$ cat config.mk
export PLATFORM = sky130hd
export DESIGN_NAME = epm_loader
export DESIGN_NICKNAME = d
export VERILOG_FILES = /design/src/logic/epm_loader.v
export VERILOG_INCLUDE_DIRS = /design/src /design/src/logic
export SDC_FILE = /design/constraint.sdc
export NUM_CORES = 1
export LEC_CHECK = 0
export BUFFER_PORTS_ARGS = -buffer_cell sky130_fd_sc_hd__buf_4
export CAP_MARGIN = 15
export CORE_ASPECT_RATIO = 1.5
export CORE_UTILIZATION = 40
export CTS_BUF_LIST = sky130_fd_sc_hd__clkbuf_8 sky130_fd_sc_hd__clkbuf_16
export DETAILED_ROUTE_END_ITERATION = 12
export HOLD_SLACK_MARGIN = 0.15
export PLACE_DENSITY = 0.7
export SYNTH_ARGS = -nofsm -noshare
export SYNTH_HDL_FRONTEND = slang
export SYNTH_SLANG_ARGS = --single-unit
$ cat constraint.sdc
create_clock -name core_clk -period 2.7 [get_ports core_clk]
set_input_delay 0.405 -clock core_clk [delete_from_list [all_inputs] [get_ports core_clk]]
set_output_delay 0.405 -clock core_clk [all_outputs]
set_load 0.01 [all_outputs]
$ cat src/logic/epm_loader_map.vh
// Word addresses, config targets, field positions and reset values for the PM config loader
`ifndef EPM_LOADER_MAP_VH
`define EPM_LOADER_MAP_VH

// ----------------------------------------
// EEPROM word addresses
// ----------------------------------------
`define EPM_W_PHY_P2 8'h44
`define EPM_W_PMC_P0 8'h50
`define EPM_W_PMD_P0 8'h51
`define EPM_W_PMC_P1 8'h52
`define EPM_W_PMD_P1 8'h53
`define EPM_W_PMC_P2 8'h54
`define EPM_W_PMD_P2 8'h55

// ----------------------------------------
// EEPROM word source fields
// ----------------------------------------
`define EPM_S_NSR 0
`define EPM_S_AUX_HI 3
`define EPM_S_AUX_LO 1
`define EPM_S_D1 4
`define EPM_S_D2 5
`define EPM_S_PME_HI 7
`define EPM_S_PME_LO 6
`define EPM_S_DATA_HI 15
`define EPM_S_DATA_LO 8
`define EPM_S_CTD 13
`define EPM_S_CDC_HI 15
`define EPM_S_CDC_LO 14

// ----------------------------------------
// Config space offsets (byte addresses)
// ----------------------------------------
`define EPM_O_PMC 12'h040
`define EPM_O_PMCSR 12'h044
`define EPM_O_LINK 12'h078
`define EPM_O_CDC 12'h08C

// ----------------------------------------
// Config target bit positions
// ----------------------------------------
`define EPM_T_NSR 3
`define EPM_T_AUX_HI 24
`define EPM_T_AUX_LO 22
`define EPM_T_D1 25
`define EPM_T_D2 26
`define EPM_T_PME_HI 29
`define EPM_T_PME_LO 28
`define EPM_T_DATA_HI 31
`define EPM_T_DATA_LO 24
`define EPM_T_CTD 11
`define EPM_T_CDC_HI 9
`define EPM_T_CDC_LO 8

// ----------------------------------------
// Reset defaults
// ----------------------------------------
`define EPM_RST_NSR 1'h0
`define EPM_RST_AUX 3'h0
`define EPM_RST_D1 1'h0
`define EPM_RST_D2 1'h0
`define EPM_RST_PME 2'h0
`define EPM_RST_DATA 8'h00
`define EPM_RST_CTD 1'h0
`define EPM_RST_CDC 2'h0

// ----------------------------------------
// Avalon register map (word index = address)
// ----------------------------------------
`define EPM_A_CTRL 4'h0
`define EPM_A_STAT 4'h1
`define EPM_A_PMC0 4'h2
`define EPM_A_PMC1 4'h3
`define EPM_A_PMC2 4'h4
`define EPM_A_PMCSR0 4'h5
`define EPM_A_PMCSR1 4'h6
`define EPM_A_PMCSR2 4'h7
`define EPM_A_LINK2 4'h8
`define EPM_A_CDC2 4'h9
`define EPM_B_EN 0
`define EPM_B_CLR 1
`define EPM_B_DONE 0
`define EPM_B_ABORT 1
`define EPM_B_SEEN 2
`define EPM_PORTS 3
`define EPM_NPORT_W 2
`define EPM_P0 2'h0
`define EPM_P1 2'h1
`define EPM_P2 2'h2

`endif

$ cat src/logic/epm_loader.v
// PM capability, PM data and port-2 PHY tail loader from EEPROM words into per-port config fields
`timescale 1ns/1ns
`include "epm_loader_map.vh"

// Contract
// - Port 2: word bit13 to 78h bit11
// - Port 2: word bits15:14 to 8Ch bits9:8
// - Word 50h bit0 to port0 44h bit3
// - PM word bits3:1 to 40h bits24:22
// - Bit4 sets read-only D1 support 40h bit25
// - Bit5 sets read-only D2 support 40h bit26
// - Bits7:6 to 40h bits29:28 PME support
// - Word 51h upper byte to port0 44h data
// - Words 52h/53h load port 1 likewise
// - Word 54h loads port 2 PM fields
// - Word 55h upper byte to port2 data
module epm_loader (
	// Clock and reset
	input wire core_clk,
	input wire rst_n,
	// EEPROM word stream from the serial reader
	input wire ee_word_valid,
	input wire [7:0] ee_word_addr,
	input wire [15:0] ee_word_data,
	input wire ee_load_done,
	input wire ee_load_abort,
	// Per-port config fields, port 0 in the low slice, then the two port-2 PHY tail fields
	output reg [2:0] cfg_no_soft_reset,
	output reg [8:0] cfg_aux_current,
	output reg [2:0] cfg_d1_support,
	output reg [2:0] cfg_d2_support,
	output reg [5:0] cfg_pme_support,
	output reg [23:0] cfg_pm_data,
	output reg cfg_compliance_to_detect_p2,
	output reg [1:0] change_data_count_select,
	// Avalon-MM slave
	input wire [3:0] avs_address,
	input wire avs_read,
	input wire avs_write,
	input wire [31:0] avs_writedata,
	input wire [3:0] avs_byteenable,
	output reg [31:0] avs_readdata,
	output wire avs_waitrequest
);

	// ----------------------------------------
	// Decode helpers
	// ----------------------------------------
	// Port whose PM capability word this is, or 3 for none
	function [1:0] pmc_port;
		input [7:0] a;
		begin
			case (a)
				`EPM_W_PMC_P0: pmc_port = `EPM_P0;
				`EPM_W_PMC_P1: pmc_port = `EPM_P1;
				`EPM_W_PMC_P2: pmc_port = `EPM_P2;
				default: pmc_port = 2'h3;
			endcase
		end
	endfunction

	function [1:0] pmd_port;
		input [7:0] a;
		begin
			case (a)
				`EPM_W_PMD_P0: pmd_port = `EPM_P0;
				`EPM_W_PMD_P1: pmd_port = `EPM_P1;
				`EPM_W_PMD_P2: pmd_port = `EPM_P2;
				default: pmd_port = 2'h3;
			endcase
		end
	endfunction

	// ----------------------------------------
	// Staging and control state
	// ----------------------------------------
	// Words are staged and only committed on a clean finish, so a torn load never half-applies
	reg load_en_ff;
	reg done_ff;
	reg abort_ff;
	reg [10:0] seen_ff;
	reg [2:0] stg_nsr_ff;
	reg [8:0] stg_aux_ff;
	reg [2:0] stg_d1_ff;
	reg [2:0] stg_d2_ff;
	reg [5:0] stg_pme_ff;
	reg [23:0] stg_data_ff;
	reg stg_ctd_ff;
	reg [1:0] stg_cdc_ff;
	reg rd_pending_ff;

	wire [1:0] cport = pmc_port(ee_word_addr);
	wire [1:0] dport = pmd_port(ee_word_addr);
	wire take = ee_word_valid && load_en_ff && !done_ff && !abort_ff;
	wire wr_ctrl = avs_write && avs_address == `EPM_A_CTRL && avs_byteenable[0];
	wire sw_clear = wr_ctrl && avs_writedata[`EPM_B_CLR];

	// ----------------------------------------
	// Per-port staging
	// ----------------------------------------
	genvar gp;
	generate
		for (gp = 0; gp < `EPM_PORTS; gp = gp + 1) begin : g_port
			always @(posedge core_clk) begin
				if (!rst_n || sw_clear) begin
					stg_nsr_ff[gp] <= `EPM_RST_NSR;
					stg_aux_ff[gp*3 +: 3] <= `EPM_RST_AUX;
					stg_d1_ff[gp] <= `EPM_RST_D1;
					stg_d2_ff[gp] <= `EPM_RST_D2;
					stg_pme_ff[gp*2 +: 2] <= `EPM_RST_PME;
					stg_data_ff[gp*8 +: 8] <= `EPM_RST_DATA;
				end else if (take) begin
					if (cport == gp) begin
						stg_nsr_ff[gp] <= ee_word_data[`EPM_S_NSR];
						stg_aux_ff[gp*3 +: 3] <= ee_word_data[`EPM_S_AUX_HI:`EPM_S_AUX_LO];
						stg_d1_ff[gp] <= ee_word_data[`EPM_S_D1];
						stg_d2_ff[gp] <= ee_word_data[`EPM_S_D2];
						stg_pme_ff[gp*2 +: 2] <= ee_word_data[`EPM_S_PME_HI:`EPM_S_PME_LO];
					end
					if (dport == gp) begin
						stg_data_ff[gp*8 +: 8] <= ee_word_data[`EPM_S_DATA_HI:`EPM_S_DATA_LO];
					end
				end
			end
		end
	endgenerate

	always @(posedge core_clk) begin
		if (!rst_n || sw_clear) begin
			stg_ctd_ff <= `EPM_RST_CTD;
			stg_cdc_ff <= `EPM_RST_CDC;
		end else if (take && ee_word_addr == `EPM_W_PHY_P2) begin
			stg_ctd_ff <= ee_word_data[`EPM_S_CTD];
			stg_cdc_ff <= ee_word_data[`EPM_S_CDC_HI:`EPM_S_CDC_LO];
		end
	end

	// ----------------------------------------
	// Load sequencing and commit
	// ----------------------------------------
	wire commit = ee_load_done && load_en_ff && !done_ff && !abort_ff;
	wire [10:0] seen_bit = (ee_word_addr == `EPM_W_PHY_P2) ? 11'h001 :
		(cport != 2'h3) ? (11'h002 << cport) :
		(dport != 2'h3) ? (11'h010 << dport) : 11'h000;

	always @(posedge core_clk) begin
		if (!rst_n) begin
			load_en_ff <= 1'h1;
			done_ff <= 1'h0;
			abort_ff <= 1'h0;
			seen_ff <= 11'h000;
		end else begin
			if (wr_ctrl) begin
				load_en_ff <= avs_writedata[`EPM_B_EN];
			end
			// A load event beats a same-cycle software clear
			if (commit) begin
				done_ff <= 1'h1;
			end else if (sw_clear) begin
				done_ff <= 1'h0;
			end
			if (ee_load_abort && load_en_ff && !done_ff) begin
				abort_ff <= 1'h1;
			end else if (sw_clear) begin
				abort_ff <= 1'h0;
			end
			if (take) begin
				seen_ff <= seen_ff | seen_bit;
			end else if (sw_clear) begin
				seen_ff <= 11'h000;
			end
		end
	end

	// Live fields hold defaults until a completed load commits the staging
	always @(posedge core_clk) begin
		if (!rst_n) begin
			cfg_no_soft_reset <= {`EPM_PORTS{`EPM_RST_NSR}};
			cfg_aux_current <= {`EPM_PORTS{`EPM_RST_AUX}};
			cfg_d1_support <= {`EPM_PORTS{`EPM_RST_D1}};
			cfg_d2_support <= {`EPM_PORTS{`EPM_RST_D2}};
			cfg_pme_support <= {`EPM_PORTS{`EPM_RST_PME}};
			cfg_pm_data <= {`EPM_PORTS{`EPM_RST_DATA}};
			cfg_compliance_to_detect_p2 <= `EPM_RST_CTD;
			change_data_count_select <= `EPM_RST_CDC;
		end else if (commit) begin
			cfg_no_soft_reset <= stg_nsr_ff;
			cfg_aux_current <= stg_aux_ff;
			cfg_d1_support <= stg_d1_ff;
			cfg_d2_support <= stg_d2_ff;
			cfg_pme_support <= stg_pme_ff;
			cfg_pm_data <= stg_data_ff;
			cfg_compliance_to_detect_p2 <= stg_ctd_ff;
			change_data_count_select <= stg_cdc_ff;
		end
	end

	// ----------------------------------------
	// Avalon-MM slave
	// ----------------------------------------
	// Reads answer one cycle late; config images are read-only, writes there are dropped
	assign avs_waitrequest = avs_read && !rd_pending_ff;

	// Images come in as arguments so that always @* wakes on every field change
	function [31:0] pmc_word;
		input [1:0] p;
		input [8:0] aux;
		input [2:0] d1;
		input [2:0] d2;
		input [5:0] pme;
		begin
			pmc_word = 32'h00000000;
			pmc_word[`EPM_T_AUX_HI:`EPM_T_AUX_LO] = aux[p*3 +: 3];
			pmc_word[`EPM_T_D1] = d1[p];
			pmc_word[`EPM_T_D2] = d2[p];
			pmc_word[`EPM_T_PME_HI:`EPM_T_PME_LO] = pme[p*2 +: 2];
		end
	endfunction

	function [31:0] pmcsr_word;
		input [1:0] p;
		input [2:0] nsr;
		input [23:0] data;
		begin
			pmcsr_word = 32'h00000000;
			pmcsr_word[`EPM_T_NSR] = nsr[p];
			pmcsr_word[`EPM_T_DATA_HI:`EPM_T_DATA_LO] = data[p*8 +: 8];
		end
	endfunction

	reg [31:0] nxt_rdata;
	always @* begin
		nxt_rdata = 32'h00000000;
		case (avs_address)
			`EPM_A_CTRL: nxt_rdata[`EPM_B_EN] = load_en_ff;
			`EPM_A_STAT: nxt_rdata = {18'h0, seen_ff, abort_ff, abort_ff | done_ff, done_ff};
			`EPM_A_PMC0: nxt_rdata = pmc_word(`EPM_P0, cfg_aux_current, cfg_d1_support, cfg_d2_support,
				cfg_pme_support);
			`EPM_A_PMC1: nxt_rdata = pmc_word(`EPM_P1, cfg_aux_current, cfg_d1_support, cfg_d2_support,
				cfg_pme_support);
			`EPM_A_PMC2: nxt_rdata = pmc_word(`EPM_P2, cfg_aux_current, cfg_d1_support, cfg_d2_support,
				cfg_pme_support);
			`EPM_A_PMCSR0: nxt_rdata = pmcsr_word(`EPM_P0, cfg_no_soft_reset, cfg_pm_data);
			`EPM_A_PMCSR1: nxt_rdata = pmcsr_word(`EPM_P1, cfg_no_soft_reset, cfg_pm_data);
			`EPM_A_PMCSR2: nxt_rdata = pmcsr_word(`EPM_P2, cfg_no_soft_reset, cfg_pm_data);
			`EPM_A_LINK2: nxt_rdata[`EPM_T_CTD] = cfg_compliance_to_detect_p2;
			`EPM_A_CDC2: nxt_rdata[`EPM_T_CDC_HI:`EPM_T_CDC_LO] = change_data_count_select;
			default: nxt_rdata = 32'h00000000;
		endcase
	end

	always @(posedge core_clk) begin
		if (!rst_n) begin
			rd_pending_ff <= 1'h0;
			avs_readdata <= 32'h00000000;
		end else begin
			rd_pending_ff <= avs_read && !rd_pending_ff;
			if (avs_read && !rd_pending_ff) begin
				avs_readdata <= nxt_rdata;
			end
		end
	end

endmodule // epm_loader

### After elaboration in Yosys (flattened, before gate mapping)

Index checks and enable logic that the tools add are counted.
Widths: inputs -> output; s select.

* logic and storage cells: 106
* output and inout bits: 84
* input bits: 71
* register bits: 149

* muxes and demuxes: 16
* reduce and logical (&&, ||, !) cells: 30
* equality and inequality tests: 22
* bitwise operators: 2
* shifts and indexed selects: 2

Operator list (number)
* $pmux 20 s7: 1
* $eq 8x7->1 const B: 7
* $mux 11: 5
* $pmux 7 s4: 1
* $eq 4x3->1 const B: 4
* $logic_and 1x1->1: 13
* $pmux 2 s3: 2
* $reduce_and 2->1: 6
* $or 11x11->11: 1
* $shl 2x2->11 const A: 1
* $shl 5x2->11 const A: 1
* $eq 4x2->1 const B: 2
* $eq 4x4->1 const B: 2
* $reduce_bool 2->1: 3
* $eq 2x1->1 const B: 2
* $eq 2x2->1 const B: 2
* $eq 4x1->1 const B: 1
* $logic_not 1->1: 4
* $logic_not 2->1: 2
* $logic_not 4->1: 1
* $mux 1: 4
* $ne 2x2->1 const B: 2
* $pmux 1 s2: 2
* $pmux 2 s2: 1
* other kinds (2): 2

### Depth between registers and ports, before layout

* depth in word-level cells: 8
* gate-level depth with buffers: 6
* mapped depth without buffers: 4

### Worst setup path before layout

OpenSTA, ideal clock, no wires.

* path type: input to register
* start point: in ee_word_addr[5]
* end point: reg stg_data_ff[0]
* stages on the path: 5
* buffers on the path: 1
* path slack: 1029 ps
* data arrival time: 1550 ps
* required time: 2579 ps
* setup time: 121 ps
* cells stage by stage: nand4bb_1 or4_1 buf_2 o2111ai_1 nand2_1

* longest elaborated chain between the ends: 4
* elaborated cells between the ends (all ways): 6
* classes of those cells: eq/ne: 3; mux: 1; reduce/logical: 2

RTL lines
* start: declaration: line epm_loader.v:23 `input wire [7:0] ee_word_addr,`
* $eq 8x7->1: line epm_loader.v:65 `case (a)`
* $pmux 2 s3 *: line epm_loader.v:65
* $logic_not 2->1 *: line epm_loader.v:120 `if (dport == gp) begin`
* $reduce_and 2->1 (no line) *
* end signal: indexed assignment: line epm_loader.v:111 `` stg_data_ff[gp*8 +: 8] <= `EPM_RST_DATA; ``
* end signal: indexed assignment: line epm_loader.v:121 `` stg_data_ff[gp*8 +: 8] <= ee_word_data[`EPM_S_DATA_HI:`EPM_S_DATA_LO]; ``
* end: declaration: line epm_loader.v:87 `reg [23:0] stg_data_ff;`

Every way passes the cells marked *; elsewhere a longest branch is shown, timed or not.
A chain may end at the register's enable or synchronous reset.

### Final worst setup path

* start point: reg rd_pending_ff
* end point: out avs_waitrequest

* longest elaborated chain between the ends: 2

RTL lines
* start: declaration: line epm_loader.v:90 `reg rd_pending_ff;`
* start signal: assignment: line epm_loader.v:257 `rd_pending_ff <= avs_read && !rd_pending_ff;`
* $logic_not 1->1: line epm_loader.v:202 `assign avs_waitrequest = avs_read && !rd_pending_ff;`
* $logic_and 1x1->1: line epm_loader.v:202
* end: declaration: line epm_loader.v:43 `output wire avs_waitrequest`

No other way between the ends.

==> key figures <==
Run status
  • Status: finished, final reports clean

Worst hold path
  • Hold Path Class: input port to flop
  • Worst Hold Launch: avs_writedata[0]

Place
  • IO buf count: 111
  • Placed cell areas: 6740 um^2
  • Cells after DPL: 951
  • Pre-CTS WS: 474 ps
  • Routability cong.: 0.865
  • Post-DP HPWL: 12100 um

Routing
  • Final antenna-violating net count: 0
  • TritonRoute pass-1 iters: 4
  • WL/cell: 16.9 um
  • Routed vias: 5378
  • Drt drc: 0
  • Vias per cell: 5.47
  • Final WL: 16600 um
  • DRT iter0 DRCs: 482

Worst setup path
  • CP Launch Point: rd_pending_ff
  • Startpoint Class: flop
  • Setup CP Type: flop to output port
  • Reg2reg start: load_en_ff
  • Setup crit end kind: output port
  • Crit-path max FO: 14
  • CP Data Arrival Time: 1690 ps
  • Crit path required time: 2300 ps

Job
  • Max-cap viol count: 0

Synth
  • Yosys reg bits: 136
  • Top post-synthesis cells by area: dfxtp_1 47%, nand2_1 10%, a21oi_1 7.0%
  • Synth cell count leaders: 159 x nand2_1, 136 x dfxtp_1, 82 x a21oi_1, 45 x clkbuf_1, 30 x nand3_1
  • Post-synth ARST share: 0%
  • Avg Cell Area, Syn: 8.38 um^2
  • Synthesized instance count: 697
  • Register area share after synthesis: 46.6%
  • Synth area leader: dfxtp_1
  • Synth Flop Type: dfxtp_1
  • Mapped Area: 5840 um^2
  • Post-synthesis cell type count: 49
  • Number of synthesized flops with an enable pin: 0
  • Count leader, synth: nand2_1
  • Synth warnings: 0
  • Share of the synthesized area in the top cell type: 46.6%

Global route
  • Number of global-route vias before repair: 4843
  • Largest net degree at the start of global routing: 76
  • GR Overflow Total: 0
  • First-pass GRT wire length: 25900 um
  • GRT Overall Usage: 22.3%
  • Initial antenna violation count: 0

STA
  • Setup skew after layout: 7.74 ps
  • Endpoints failing hold: 0
  • RSZ-0062 raised after global routing: false
  • Min setup slack post-route: 602 ps
  • Setup TNS: 0 ps
  • Tightest Pin Transition: 768 ps
  • Max Fclk: 477 MHz
  • Final slew viol count: 0
  • Final Setup Violations: 0
  • Relative slew slack: 48.4%
  • Final worst path period need: 2100 ps
  • Fin crit share: 77.7%

Power
  • Combinational share of power: 6.8%
  • PD cells: 633 nW/um^2
  • Lkg Pwr: 0.00304 uW
  • Cell Int Power: 3560 uW
  • Flop pwr share: 43.5%
  • Sw Share: 23.4%
  • Psw: 1090 uW
  • Clk network pwr share: 49.7%
  • Max VDD drop: 0.300 mV

Finish
  • Fraction of layout cells with a size suffix above 1: 21.9%
  • N_diodes: 0
  • NumNets Final: 849
  • # fillers: 1352
  • Final cell count without fillers: 983
  • FF+latch area: 2720 um^2
  • Post-route cell area: 7340 um^2
  • Area grow syn2layout: 25.7%
  • Area of the multi-input gates: 2810 um^2

Clock tree
  • Setup repair bufs after CTS: 0
  • Clk buf depth: 2
  • Clk sink count: 136
  • Clock Pin Slew Worst Setup and Hold Paths: 60 ps
  • H-tree depth: 4
  • Number of hold buffers added after CTS: 0
  • CTS buffer count: 17
  • Clock root buffer master: clkbuf_16
  • Clock latency on the worst-skew pair: 420 ps
  • CTS tree: built
  • Resized Gates After CTS: 0

Die
  • Chip Height: 150 um
  • Die W: 101 um
  • Row cnt: 53
  • Area of the die: 15100 um^2
  • Ports: 155
  • Initial Utilization: 41.3%
  • Core area: 14100 um^2
==> sequential cells by signal, summed over array words and instances, names as in the netlist, 2 cells and up <==
signal and count:
change_data_count_select 2, cfg_no_soft_reset 3, stg_d2_ff 3, stg_cdc_ff 2, stg_d1_ff 3, cfg_aux_current 9, stg_aux_ff 9, cfg_pm_data 24
seen_ff 8, stg_pme_ff 6, cfg_d1_support 3, cfg_pme_support 6, stg_nsr_ff 3, stg_data_ff 24, avs_readdata 22, cfg_d2_support 3
==> power groups by stage <==
stage                     sequential, uW  clock (uW)  combinational (uW)
final                               2020        2310                 316
after global routing                2020        2430                 342
after CTS                           2020        2330                 314
after detailed placement            2070           0                 313
after global placement              2070           0                 312
after floorplan                     2060           0                 211
==> cell type report <==
class	count	share of cell area (%)
clock inverters	11	1.65
clock buffers	21	6.55
flip-flops and latches	136	37.1
multi-input cells	495	38.3
inverters	3	0.153
repair buffers	125	13.0
well taps	192	3.27
==> cells by family after synthesis <==
logic type	after synthesis	share of synthesized area [%]
mux	22	4.33
compound gates	181	19.8
simple gates	282	23.4
flops	136	46.6
other cells	1	0.0642
buf+inv	75	5.77
==> layout by cell type (no fill, tap or decap), drive strengths merged, types with 16 or more instances in the layout <==
master,instances
o21ai,21
clkbuf,21
nand3b,18
and3,18
buf,125
a41o,16
a31oi,18
nand2,159
nand3,30
a21oi,82
dfxtp,136
o2111ai,17
nor2,22
==> metal layers <==
| layer | track usage [%] | part of all wire (%) | up-vias |
|---|---|---|---|
| met1 | 28.2 | 43 | 2535 |
| met2 | 36.3 | 49 | 169 |
| met3 | 4.62 | 4.7 | 31 |
| li1 | - | - | 2643 |
| met5 | 0 | 0 | - |
| met4 | 9.93 | 2.9 | 0 |
==> final timing paths <==
kind	to	slack (ps)	cells past startpoint
worst max-delay path	avs_waitrequest	600	3
worst min-delay path	load_en_ff	250	3
worst max register to register	stg_data_ff[6]	610	4
worst min register to register	cfg_pm_data[16]	450	2
==> per-stage QoR <==
step | utilization (%) | hold slack, ps | total power (uW)
2_1_floorplan | - | 412 | 2270
3_3_place_gp | 47.7 | 440 | 2380
3_5_place_dp | 47.7 | 445 | 2380
4_1_cts | 52.0 | 236 | 4670
5_1_grt | 52.0 | 238 | 4790
6_report | 52.0 | 245 | 4650
==> critical path, cell delays in order (launching register included) <==
cell      delay (ps)
dfxtp_1          300
nand2b_1         410
inv_1            330
buf_4            240
No activity file was read; power rests on OpenSTA's default activity.
